==> config.mk <==
export PLATFORM = sky130hd
export DESIGN_NAME = acc_top
export DESIGN_NICKNAME = d
export VERILOG_FILES = /design/src/rtl/acc_pkg.sv /design/src/rtl/acc_sync.sv /design/src/rtl/acc_conv.sv /design/src/rtl/acc_top.sv
export VERILOG_INCLUDE_DIRS = /design/src /design/src/rtl
export SDC_FILE = /design/constraint.sdc
export NUM_CORES = 1
export LEC_CHECK = 0
export BUFFER_PORTS_ARGS = -buffer_cell sky130_fd_sc_hd__buf_2
export CORE_ASPECT_RATIO = 0.8
export CORE_MARGIN = 5
export CORE_UTILIZATION = 50
export DETAILED_ROUTE_END_ITERATION = 12
export PLACE_DENSITY = 0.79
export RECOVER_POWER = 25
export SETUP_SLACK_MARGIN = 0.4
export SLEW_MARGIN = 20
export SYNTH_ARGS = -nofsm -noshare
export SYNTH_HDL_FRONTEND = slang
export SYNTH_SLANG_ARGS = --single-unit
==> constraint.sdc <==
create_clock -name ref_clk -period 3.65 [get_ports ref_clk]
set_clock_uncertainty 0.1 [all_clocks]
set_input_delay 0.365 -clock ref_clk [delete_from_list [all_inputs] [get_ports ref_clk]]
set_output_delay 0.365 -clock ref_clk [all_outputs]
set_load 0.05 [all_outputs]
==> src/rtl/acc_map.svh <==
// Purpose: Offsets, field positions, reset values and timing counts.
// Assumes: Included by every design file that needs a number.
// Notes:   Definitions only.
`ifndef ACC_MAP_SVH
`define ACC_MAP_SVH

// Clock and conversion timing.
`define ACC_CLK_PERIOD_NS  25
`define ACC_PHASE_TIME_NS  33000000
`define ACC_STRAP_WAIT     3'h7

// Two-wire addresses, strap level codes and output framing.
`define ACC_GLOBAL_ADDR    7'h77
`define ACC_STRAP_LOW      2'h0
`define ACC_STRAP_HIGH     2'h1
`define ACC_STRAP_FLOAT    2'h2
`define ACC_ADDR_LL        7'h14
`define ACC_ADDR_LH        7'h16
`define ACC_ADDR_LF        7'h15
`define ACC_ADDR_HL        7'h26
`define ACC_ADDR_HH        7'h34
`define ACC_ADDR_HF        7'h27
`define ACC_ADDR_FL        7'h17
`define ACC_ADDR_FH        7'h25
`define ACC_ADDR_FF        7'h24
`define ACC_OUT_BITS       6'h20
`define ACC_BYTE_BITS      4'h8
`define ACC_LAST_BIT       4'h7

// Configuration byte layout and power-up settings.
`define ACC_CFG_IM_BIT     7
`define ACC_CFG_REJ_HI     6
`define ACC_CFG_REJ_LO     5
`define ACC_CFG_SPD_BIT    4
`define ACC_CHAN_RST       8'h00
`define ACC_CFG_RST        8'h00
`define ACC_REJ_BOTH       2'h0
`define ACC_REJ_50         2'h1
`define ACC_REJ_60         2'h2

// Temperature slope in result counts per kelvin at a 5 V reference.
`define ACC_TEMP_SLOPE     314

`endif

==> src/rtl/acc_pkg.sv <==
// Purpose: Types shared by the conversion control block.
// Assumes: Numbers live in acc_map.svh.
// Notes:   State codes are one-hot.
package acc_pkg;

  typedef enum logic [6:0] {
    ACC_I2C_IDLE = 7'h01,
    ACC_I2C_ADDR = 7'h02,
    ACC_I2C_AACK = 7'h04,
    ACC_I2C_WR   = 7'h08,
    ACC_I2C_WACK = 7'h10,
    ACC_I2C_RD   = 7'h20,
    ACC_I2C_RACK = 7'h40
  } acc_i2c_st_t;

  typedef enum logic [2:0] {
    ACC_CONV_RUN   = 3'h1,
    ACC_CONV_SLEEP = 3'h2,
    ACC_CONV_OUT   = 3'h4
  } acc_conv_st_t;

  // Settings applied to the analogue front end for one conversion.
  typedef struct packed {
    logic [7:0] chan;
    logic       temp_sel;
    logic [1:0] rej;
  } acc_fe_ctrl_t;

  typedef struct packed {
    acc_i2c_st_t  i2c_st;
    acc_conv_st_t conv_st;
    logic         scl_q;
    logic         sda_q;
    logic [7:0]   shreg;
    logic [3:0]   bitcnt;
    logic [5:0]   outcnt;
    logic [31:0]  outword;
    logic         rw;
    logic         glob;
    logic         ack;
    logic         mack;
    logic [1:0]   wr_idx;
    logic         wr_acked;
    logic [7:0]   chan;
    logic [7:0]   cfg;
    logic [6:0]   my_addr;
    logic [2:0]   strap_cnt;
    logic         strap_ok;
    logic         sda_oe;
    logic         sda_o;
    logic         start_conv;
    logic         two_ph;
    logic         result_ready;
    acc_fe_ctrl_t fe;
  } acc_top_st_t;

endpackage

==> src/rtl/acc_sync.sv <==
// Purpose: Three-stage synchroniser for pins from outside the clock domain.
// Assumes: Inputs idle high at reset.
// Notes:   A change counts once stages two and three agree.
`timescale 1ns/1ps
module acc_sync #(
  parameter int W = 1
) (
  input  wire logic         ref_clk,
  input  wire logic         nrst,
  input  wire logic [W-1:0] d,
  output logic      [W-1:0] q
);
  typedef struct packed {
    logic [W-1:0] s1;
    logic [W-1:0] s2;
    logic [W-1:0] s3;
    logic [W-1:0] q;
  } acc_sync_st_t;

  acc_sync_st_t r;
  acc_sync_st_t n;

  // Stage one feeds only stage two; the agreement test filters glitches.
  always_comb begin
    n    = r;
    n.s1 = d;
    n.s2 = r.s1;
    n.s3 = r.s2;
    n.q  = (r.s2 & r.s3) | (r.q & (r.s2 ^ r.s3));
  end

  always_ff @(posedge ref_clk or negedge nrst) begin
    if (!nrst) begin
      r <= '1;
    end else begin
      r <= n;
    end
  end

  assign q = r.q;
endmodule // acc_sync

==> src/rtl/acc_conv.sv <==
// Purpose: Conversion timer and offset-cancelling result combiner.
// Assumes: The front end presents a settled code at each phase end.
// Notes:   The front end swaps its input polarity while chop is high.
`timescale 1ns/1ps
module acc_conv #(
  parameter int PHASE_CYCLES = 1320000
) (
  input  wire logic        ref_clk,
  input  wire logic        nrst,
  input  wire logic        start,
  input  wire logic        two_phase,
  input  wire logic [23:0] code_in,
  output logic             chop,
  output logic             busy,
  output logic             done,
  output logic      [23:0] result
);
  typedef struct packed {
    logic [31:0] cnt;
    logic        busy;
    logic        ph;
    logic        two;
    logic        chop;
    logic        done;
    logic [23:0] a;
    logic [23:0] res;
  } acc_conv_reg_t;

  acc_conv_reg_t r;
  acc_conv_reg_t n;
  logic [24:0]   diff;

  // Each result uses only samples from its own cycle, so no latency.
  always_comb begin
    n      = r;
    n.done = 1'b0;
    diff   = {r.a[23], r.a} - {code_in[23], code_in};
    if (start) begin
      n.busy = 1'b1;
      n.cnt  = 32'h0;
      n.ph   = 1'b0;
      n.chop = 1'b0;
      n.two  = two_phase;
    end else if (r.busy) begin
      n.cnt = r.cnt + 32'h1;
      if (r.cnt == 32'(PHASE_CYCLES - 1)) begin
        n.cnt = 32'h0;
        if (!r.ph && r.two) begin
          n.a    = code_in;
          n.ph   = 1'b1;
          n.chop = 1'b1;
        end else begin
          // Half the chopped difference cancels offset; 2x keeps one.
          n.res  = r.two ? diff[24:1] : code_in;
          n.busy = 1'b0;
          n.chop = 1'b0;
          n.done = 1'b1;
        end
      end
    end
  end

  always_ff @(posedge ref_clk or negedge nrst) begin
    if (!nrst) begin
      r <= '0;
    end else begin
      r <= n;
    end
  end

  assign chop   = r.chop;
  assign busy   = r.busy;
  assign done   = r.done;
  assign result = r.res;
endmodule // acc_conv

==> src/rtl/acc_top.sv <==
// Purpose: Conversion sequencing and two-wire target of a multi-channel ADC.
// Assumes: Straps arrive as level codes; SDA is open drain.
// Notes:   SDA is only ever pulled low; the enable carries every bit.
// Function
// - Default merges two chopped phases; speed-double gives one phase.
// - Temperature conversions always use the two-phase single-rate mode.
// - Each result settles within its own conversion cycle.
// - Internal-sensor select routes the converter to the temperature sensor.
// - Temperature result passes unscaled, proportional to kelvin.
// - A finished conversion puts the device to sleep, ready to read.
// - An acknowledged read moves sleep into the data output state.
// - STOP or all 32 bits read ends output and starts conversion.
// - Two three-level straps select one of nine addresses.
// - The global address is also answered.
// - Written channel and configuration persist for later conversions.
// - Without any write, power-up defaults are used.
// - A valid address during conversion gets NACK.
// - Write then repeated START read is accepted after completion.
// - The next conversion uses the settings just written.
// - A write may end after the channel byte.
// - Acknowledged write then STOP discards result and restarts.
// - Rejection selects 50 Hz, 60 Hz or both.
// - A global-address read is refused with NACK.
// - A global write then STOP starts every converter together.
`timescale 1ns/1ps
`include "acc_map.svh"
module acc_top #(
  parameter int PHASE_CYCLES = `ACC_PHASE_TIME_NS / `ACC_CLK_PERIOD_NS
) (
  input  wire logic                 ref_clk,
  input  wire logic                 nrst,
  input  wire logic                 scl_pin,
  input  wire logic                 sda_pin_i,
  output logic                      sda_o,
  output logic                      sda_oe,
  input  wire logic [1:0]           addr_strap_low,
  input  wire logic [1:0]           addr_strap_high,
  input  wire logic [23:0]          fe_code,
  output acc_pkg::acc_fe_ctrl_t     fe_ctrl,
  output logic                      fe_chop,
  output logic                      result_ready
);
  import acc_pkg::*;
  acc_top_st_t r;
  acc_top_st_t n;
  logic [5:0]  pins_q;
  logic        scl_f;
  logic        sda_f;
  logic        conv_busy;
  logic        conv_done;
  logic [23:0] conv_res;
  logic        scl_rise;
  logic        scl_fall;
  logic        start_ev;
  logic        stop_ev;
  logic [7:0]  rx_byte;
  logic        go;

  // Strap decode: upper strap picks the row, lower strap the column.
  function automatic logic [6:0] addr_lookup(input logic [1:0] hi,
                                             input logic [1:0] lo);
    logic [6:0] a;
    a = `ACC_ADDR_FF;
    case ({hi, lo})
      {`ACC_STRAP_LOW,   `ACC_STRAP_LOW}:   a = `ACC_ADDR_LL;
      {`ACC_STRAP_LOW,   `ACC_STRAP_HIGH}:  a = `ACC_ADDR_LH;
      {`ACC_STRAP_LOW,   `ACC_STRAP_FLOAT}: a = `ACC_ADDR_LF;
      {`ACC_STRAP_HIGH,  `ACC_STRAP_LOW}:   a = `ACC_ADDR_HL;
      {`ACC_STRAP_HIGH,  `ACC_STRAP_HIGH}:  a = `ACC_ADDR_HH;
      {`ACC_STRAP_HIGH,  `ACC_STRAP_FLOAT}: a = `ACC_ADDR_HF;
      {`ACC_STRAP_FLOAT, `ACC_STRAP_LOW}:   a = `ACC_ADDR_FL;
      {`ACC_STRAP_FLOAT, `ACC_STRAP_HIGH}:  a = `ACC_ADDR_FH;
      default:                              a = `ACC_ADDR_FF;
    endcase
    return a;
  endfunction

  // Bus pins and straps all come from outside the clock domain.
  acc_sync #(.W(6)) u_sync (
    .ref_clk (ref_clk),
    .nrst    (nrst),
    .d       ({scl_pin, sda_pin_i, addr_strap_high, addr_strap_low}),
    .q       (pins_q)
  );
  assign scl_f = pins_q[5];
  assign sda_f = pins_q[4];

  acc_conv #(.PHASE_CYCLES(PHASE_CYCLES)) u_conv (
    .ref_clk   (ref_clk),
    .nrst      (nrst),
    .start     (r.start_conv),
    .two_phase (r.two_ph),
    .code_in   (fe_code),
    .chop      (fe_chop),
    .busy      (conv_busy),
    .done      (conv_done),
    .result    (conv_res)
  );

  // Bus conditions seen on the filtered lines.
  assign scl_rise = scl_f & ~r.scl_q;
  assign scl_fall = ~scl_f & r.scl_q;
  assign start_ev = scl_f & r.scl_q & r.sda_q & ~sda_f;
  assign stop_ev  = scl_f & r.scl_q & ~r.sda_q & sda_f;
  assign rx_byte  = {r.shreg[6:0], sda_f};

  // Target state machine, conversion sequencing and settings store.
  always_comb begin
    n            = r;
    go           = 1'b0;
    n.scl_q      = scl_f;
    n.sda_q      = sda_f;
    n.start_conv = 1'b0;
    n.sda_o      = 1'b0;
    // Straps are caught once the synchroniser has settled after reset.
    if (!r.strap_ok) begin
      n.strap_cnt = r.strap_cnt + 3'h1;
      if (r.strap_cnt == `ACC_STRAP_WAIT) begin
        n.my_addr  = addr_lookup(pins_q[3:2], pins_q[1:0]);
        n.strap_ok = 1'b1;
      end
    end
    if (stop_ev) begin
      // A stop ends output, or commits an acknowledged write.
      if (r.conv_st == ACC_CONV_OUT) begin
        go = 1'b1;
      end else if (r.conv_st == ACC_CONV_SLEEP && r.wr_acked) begin
        go = 1'b1;
      end
      n.i2c_st   = ACC_I2C_IDLE;
      n.sda_oe   = 1'b0;
      n.wr_acked = 1'b0;
    end else if (start_ev) begin
      // Repeated start keeps written settings and the pending result.
      n.i2c_st = ACC_I2C_ADDR;
      n.bitcnt = 4'h0;
      n.sda_oe = 1'b0;
    end else begin
      case (r.i2c_st)
        ACC_I2C_IDLE: begin
          n.sda_oe = 1'b0;
        end
        ACC_I2C_ADDR: begin
          if (scl_rise) begin
            n.shreg  = rx_byte;
            n.bitcnt = r.bitcnt + 4'h1;
            if (r.bitcnt == `ACC_LAST_BIT) begin
              n.rw   = rx_byte[0];
              n.glob = rx_byte[7:1] == `ACC_GLOBAL_ADDR;
              // Busy converter and global reads are both refused.
              n.ack  = r.strap_ok
                     && (rx_byte[7:1] == r.my_addr || n.glob)
                     && r.conv_st == ACC_CONV_SLEEP
                     && !(n.glob && rx_byte[0]);
            end
          end else if (scl_fall && r.bitcnt == `ACC_BYTE_BITS) begin
            n.sda_oe = r.ack;
            n.i2c_st = r.ack ? ACC_I2C_AACK : ACC_I2C_IDLE;
          end
        end
        ACC_I2C_AACK: begin
          if (scl_fall) begin
            n.bitcnt = 4'h0;
            if (r.rw) begin
              n.conv_st = ACC_CONV_OUT;
              n.outcnt  = 6'h0;
              n.sda_oe  = ~r.outword[31];
              n.outword = {r.outword[30:0], 1'b0};
              n.i2c_st  = ACC_I2C_RD;
            end else begin
              n.sda_oe   = 1'b0;
              n.wr_acked = 1'b1;
              n.wr_idx   = 2'h0;
              n.i2c_st   = ACC_I2C_WR;
            end
          end
        end
        ACC_I2C_WR: begin
          if (scl_rise) begin
            n.shreg  = rx_byte;
            n.bitcnt = r.bitcnt + 4'h1;
            if (r.bitcnt == `ACC_LAST_BIT) begin
              // Settings stay until overwritten by a later write.
              if (r.wr_idx == 2'h0) begin
                n.chan = rx_byte;
              end else if (r.wr_idx == 2'h1) begin
                n.cfg = rx_byte;
              end
              if (r.wr_idx != 2'h2) begin
                n.wr_idx = r.wr_idx + 2'h1;
              end
            end
          end else if (scl_fall && r.bitcnt == `ACC_BYTE_BITS) begin
            n.sda_oe = 1'b1;
            n.i2c_st = ACC_I2C_WACK;
          end
        end
        ACC_I2C_WACK: begin
          if (scl_fall) begin
            n.sda_oe = 1'b0;
            n.bitcnt = 4'h0;
            n.i2c_st = ACC_I2C_WR;
          end
        end
        ACC_I2C_RD: begin
          if (scl_rise) begin
            n.bitcnt = r.bitcnt + 4'h1;
            n.outcnt = r.outcnt + 6'h1;
          end else if (scl_fall) begin
            if (r.bitcnt == `ACC_BYTE_BITS) begin
              n.sda_oe = 1'b0;
              if (r.outcnt == `ACC_OUT_BITS) begin
                go       = 1'b1;
                n.i2c_st = ACC_I2C_IDLE;
              end else begin
                n.i2c_st = ACC_I2C_RACK;
              end
            end else begin
              n.sda_oe  = ~r.outword[31];
              n.outword = {r.outword[30:0], 1'b0};
            end
          end
        end
        ACC_I2C_RACK: begin
          if (scl_rise) begin
            n.mack = ~sda_f;
          end else if (scl_fall) begin
            n.bitcnt = 4'h0;
            if (r.mack) begin
              n.sda_oe  = ~r.outword[31];
              n.outword = {r.outword[30:0], 1'b0};
              n.i2c_st  = ACC_I2C_RD;
            end else begin
              n.sda_oe = 1'b0;
              n.i2c_st = ACC_I2C_IDLE;
            end
          end
        end
        default: begin
          n.i2c_st = ACC_I2C_IDLE;
          n.sda_oe = 1'b0;
        end
      endcase
    end
    // Completion puts the converter to sleep with the word ready.
    if (conv_done) begin
      n.conv_st      = ACC_CONV_SLEEP;
      n.result_ready = 1'b1;
      // No scaling, so a temperature code stays proportional to kelvin.
      n.outword      = {~conv_res[23], conv_res[23], conv_res, 6'h00};
    end
    // A new conversion latches the newest settings into the front end.
    if (go) begin
      n.start_conv   = 1'b1;
      n.conv_st      = ACC_CONV_RUN;
      n.result_ready = 1'b0;
      n.wr_acked     = 1'b0;
      n.fe.chan      = n.chan;
      n.fe.temp_sel  = n.cfg[`ACC_CFG_IM_BIT];
      n.fe.rej       = n.cfg[`ACC_CFG_REJ_HI:`ACC_CFG_REJ_LO];
      n.two_ph       = ~n.cfg[`ACC_CFG_SPD_BIT]
                     | n.cfg[`ACC_CFG_IM_BIT];
    end
  end

  // Reset starts the first conversion on default settings.
  always_ff @(posedge ref_clk or negedge nrst) begin
    if (!nrst) begin
      r              <= '0;
      r.i2c_st       <= ACC_I2C_IDLE;
      r.conv_st      <= ACC_CONV_RUN;
      r.scl_q        <= 1'b1;
      r.sda_q        <= 1'b1;
      r.chan         <= `ACC_CHAN_RST;
      r.cfg          <= `ACC_CFG_RST;
      r.fe.chan      <= `ACC_CHAN_RST;
      r.fe.rej       <= `ACC_REJ_BOTH;
      r.start_conv   <= 1'b1;
      r.two_ph       <= 1'b1;
    end else begin
      r <= n;
    end
  end

  assign sda_o        = r.sda_o;
  assign sda_oe       = r.sda_oe;
  assign fe_ctrl      = r.fe;
  assign result_ready = r.result_ready;
endmodule // acc_top

* Word-level counts from Yosys, hierarchy flattened
Memory sizes are Yosys's and may differ from the RTL's. A register that Yosys moved wholly into a read port is not among the register bits.
Cells that the tools add are included.
** Storage, ports and cells
- Register bits after elaboration :: 220
- Memory bits (read-only) :: 64
- Bits of input ports :: 32
- Output and inout bits :: 15
- Word-level logic and storage cells :: 275
- Memories kept :: 1
** Cells by class
- Add/sub/neg operators :: 6
- Equality and inequality tests :: 55
- Mux-type cells :: 106
- Bitwise operators :: 25
- Reduce and logical (&&, ||, !) cells :: 43
** Memories
- (name not given) :: depth 16, width 4, read ports 1, clocked after memory_dff 1, write ports 0, line acc_top.sv:64 : case ({hi, lo})
** Operator list (number)
- 2-to-1 mux 32 bit :: 7
- 2-to-1 mux 34 bit :: 3
- 2-to-1 mux 50 bit :: 2
- case mux 32 bit (3 select lines) :: 1
- 2-to-1 mux 7 bit :: 13
- 2-to-1 mux 38 bit :: 2
- 2-to-1 mux 24 bit :: 3
- 2-to-1 mux 16 bit :: 4
- 2-to-1 mux 55 bit :: 1
- 2-to-1 mux 49 bit :: 1
- case mux 7 bit (7 select lines) :: 1
- != test 4 bit (second input constant) :: 11
- 2-to-1 mux 42 bit :: 1
- 2-to-1 mux 1 bit :: 36
- 2-to-1 mux 3 bit :: 12
- adder 32 x 1 -> 32 bit (second input constant) :: 1
- == test 32 x 21 -> 1 bit (second input constant) :: 1
- subtractor 24 x 24 -> 25 bit :: 1
- 2-to-1 mux 8 bit :: 3
- != test 3 x 2 -> 1 bit (second input constant) :: 8
- 2-to-1 mux 10 bit :: 2
- case mux 4 bit (5 select lines) :: 1
- AND reduction 4 bit :: 5
- != test 2 bit (second input constant) :: 8
- other kinds (53) :: 107

* Depth between registers and ports, before layout
- Depth after elaboration :: 13
- Mapped depth :: 11
- Gate-level depth less buffers :: 10

* By module
Synthesis repeated with hierarchy kept, for this count alone.
** Second synthesis, totals
- Cells, all modules :: 1236
- Area, all modules :: 11592.4 µm²
** Modules (own cells, without submodules)
- acc_conv :: times used 1, cells each 665, area an instance 5511.5 µm², seq. area each 2127.0 µm²
- acc_top :: times used 1, cells each 529, area an instance 5285.1 µm², seq. area each 2560.0 µm²
- acc_sync :: times used 1, cells each 42, area an instance 795.8 µm², seq. area each 630.6 µm²

* Worst setup path before layout
Ideal clock, no wire load.
- Path kind :: register to register
- Start :: reg u_conv.r[78] (netlist bit)
- End :: reg u_conv.r[32] (netlist bit)
- Library setup time :: 0.125 ns
- Data arrival time :: 2.309 ns
- Data required time :: 3.425 ns
- Path slack :: 1.116 ns
- Cell stages (with the launch flop) :: 8
- Path buffers :: 2
- Period minus slack after synthesis :: 2.534 ns
- Cells stage by stage :: dfrtp_1 > buf_2 > nor4_1 > nand4_1 > or3_4 > nor4b_4 > buf_4 > mux2_2
** On the way
- Longest elaborated chain between the ends :: 2
** RTL lines
- from (decl) :: line acc_conv.sv:29 : acc_conv_reg_t r;
- from (signal assigned) :: line acc_conv.sv:67 : r <= n;
- == test 32 x 21 -> 1 bit :: line acc_conv.sv:46 : if (r.cnt == 32'(PHASE_CYCLES - 1)) begin
- AND reduction 4 bit (no source line)
Every way passes these cells.
A chain may end at the register's enable or synchronous reset.

* Worst setup path after layout
- Start :: reg u_conv.r[78] (netlist bit)
- End :: reg u_conv.r, in the netlist u_conv.result[23]
Same word-level chain as after synthesis.

==> run summary <==
Run status - completed
TritonRoute pass-1 iters - 5
CP max stage delay - 0.47 ns
Synth top area share - 0.4048
Mapped Area - 11190 um2
Worst-path cell chain - nor4_1 -> nand4_1 -> or3_4 -> or2_1 -> clkinv_2 -> nand2_1 -> a21oi_1 -> a211o_1 -> a31oi_1
Peak VDD IR - 0.2800 mV
Unrepaired setup endpoints after global routing - no
Clock root cell - clkbuf_16
Via Count - 8697
Routed WL - 24640 um
Post-synth top cells - dfrtp_1 (181), nand2_1 (108), nor2_1 (95), o21ai_0 (95), a21oi_1 (63)
Max capacitance violation total - 0
Crit path arrival time - 3.22 ns
Antenna violations before repair - 0
Most common cell in the netlist - dfrtp_1
Worst path slowest cell - dfrtp_1
CTS sink cnt - 211
Post-DP HPWL - 17150 um
Area Overhead vs Synth - 10.68%
Sequential Power Share - 0.488
Number of synthesized flops with an enable pin - 0
Total gr overflow - 0
CTS Buffer Depth - 3
Comb power frac - 0.070
Setup TNS Final - 0 ns
Final Hold Vio Count - 0
Final setup fails - 0
Final number of max-transition violations - 0
Sw Share - 0.2331
Syn. warnings - 0
Residual DRC - 0
Largest net degree at the start of global routing - 116
Global-route wire length before repair - 41950 um
H-tree Lvls - 1
Crit path capture type - flip-flop
Fraction of layout cells with a size suffix above 1 - 0.1524
Worst-Skew Late Latency - 0.50 ns
Flops & latches, synth - 211
Chip height - 143.8 um
Worst Path Max Fanout - 22
Sw Pwr - 0.001184 W
Peak Freq - 0.3392 GHz
Clock share of power - 0.442
Pre-CTS worst setup slack - 0.5284 ns
Clock transition at path regs - 0.06 ns
1st-iter DRT viols - 703
Inserted Clock Buffers - 22
Final cell count without fillers - 1500
Inserted Diodes - 0
Final #Nets - 1250
Core Box Area - 22260 um2
PwrDens - 410.1 nW/um2
DR vias/cell - 5.798
Fillcell total - 1869
Quantity of I/O buffers inserted on ports - 45
Worst-Margin Slew - 0.9639 ns
TritonCTS clock tree - done
Syn Nets - 1231
Vias in the first global route - 8292
Die area - 25490 um2
Hold slack - 0.009550 ns
Final Worst Setup Slack - 0.7019 ns
Required @ worst endpoint - 3.92 ns
Async set or reset register ratio after synthesis - 1.000
Number of I/O pins - 47
WL/cell - 16.42 um
Routed Antenna Nets - 0
Setup CP Type - reg -> reg
Crit start category - flip-flop
Avg Synthesized Cell Area - 9.653 um2
Slew HR - 0.3574
Row count - 49
Register area share after synthesis - 0.4753
Top_reg_cell synth - dfrtp_1
Placed insts - 1450
Final worst-path cycle share - 0.8077
Count of unique library cells instantiated by Yosys - 76
Cell taking the most area after synthesis - dfrtp_1
GRT Resource Usage Total - 0.1965
Cells after synthesis - 1159
Top area cells in the synthesized netlist - dfrtp_1 (40%), dfstp_2 (7.0%), mux2_2 (4.8%)
Starting Density - 0.5027
Internal Power - 0.003894 W
P_leak - 5.887 nW
GP Congestion - 0.9298
Tmin final - 2.948 ns
Worst Hold Class - in -> reg
Die W - 177.2 um
-- path summary, 6_finish.rpt --
check                           cells after the start          from           endpoint  slack [ns]
worst max-delay path                                9  u_conv.r[78]  u_conv.result[23]        0.70
worst min-delay path                                2   fe_code[13]       u_conv.r[37]        0.01
worst max register to register                      9  u_conv.r[78]  u_conv.result[23]        0.70
worst min register to register                      0  u_sync.n[12]        u_sync.n[6]        0.25
max in group asynchronous                           3          nrst             r[102]        2.04
min in group asynchronous                           2          nrst              r[91]        0.43
-- final cells by class --
type                    instances  area (um2)  share of cell area
repair buffers                 69       434.2             0.03506
inverters                      49       185.2             0.01495
well taps                     306       382.9             0.03092
flip-flops and latches        211        5318              0.4294
clock buffers                  37       688.2             0.05557
multi-input cells             825        5335              0.4308
clock inverters                 3       40.04            0.003233
-- cells by family after synthesis --
kind of cell	count (synthesis)	synth area share
XOR/XNOR	27	0.02114
adder cells (fa/ha/maj)	41	0.04630
flip-flops	211	0.4753
AND/OR/NAND/NOR	385	0.1708
buffers and inverters	123	0.05055
multiplexers	86	0.08231
AO/OA/AOI/OAI	285	0.1533
other	1	0.0003352
-- placed cells by master (no fill, tap or decap), types with 10 or more instances in the layout --
cell,count
dfrtp_1,181
nand2_1,108
nor2_1,95
o21ai_0,95
a21oi_1,63
mux2_2,48
inv_1,47
buf_2,43
nand3_1,40
ha_1,39
mux2i_1,38
nor3_1,31
a21o_1,24
clkbuf_16,23
dfstp_2,21
a31oi_1,20
nand4_1,19
o21ai_1,19
xnor2_1,17
buf_4,16
nor2b_1,13
and3_1,12
nor4_1,10
xor2_1,10
-- timing repair --
action,CTS,global route
resized for setup,0,0
setup buffers,0,2
endpoints found under the hold margin,103,0
setup endpoints to repair,0,17
hold buffers,8,0
-- sequential cells by signal (all words and copies together) (netlist names), 6 cells and up --
name and count:
fe_ctrl 11, r 89, u_conv.result 24, u_sync.r 6, u_conv.r 58, u_sync.n 12
u_sync.q 6
-- per-stage QoR --
| step | cell area [um2] | util | power [W] |
|---|---|---|---|
| final | 12380 | 0.5564 | 0.005078 |
| after global routing | 12380 | 0.5564 | 0.005278 |
| after CTS | 12370 | 0.5558 | 0.005126 |
| after detailed placement | 11560 | 0.5195 | 0.002869 |
| after global placement | 11560 | 0.5195 | 0.002861 |
| after floorplan | 11190 | - | 0.002732 |
-- metal layers --
layer | part of all wire | GRT usage
met5 | 0 | 0
met4 | 0.018 | 0.04151
met3 | 0.056 | 0.03077
met2 | 0.44 | 0.3000
met1 | 0.48 | 0.2988
-- power by group through the flow --
stage	Clock (W)	Sequential, W	Combinational [W]
final	0.00224	0.00248	0.000358
after global routing	0.00239	0.00248	0.000404
after floorplan	0	0.00248	0.000251
after global placement	0	0.00252	0.000344
after CTS	0.00229	0.00248	0.000360
after detailed placement	0	0.00252	0.000351
-- critical path, delay by kind of cell (launching register included) --
kind                   cells  cell delay, ns
DFF                        1            0.47
buffers and inverters      1            0.23
AOI/OAI and AO/OA          3            0.45
and+or+nand+nor            5            1.56
Power figures use the tool's default switching activity.
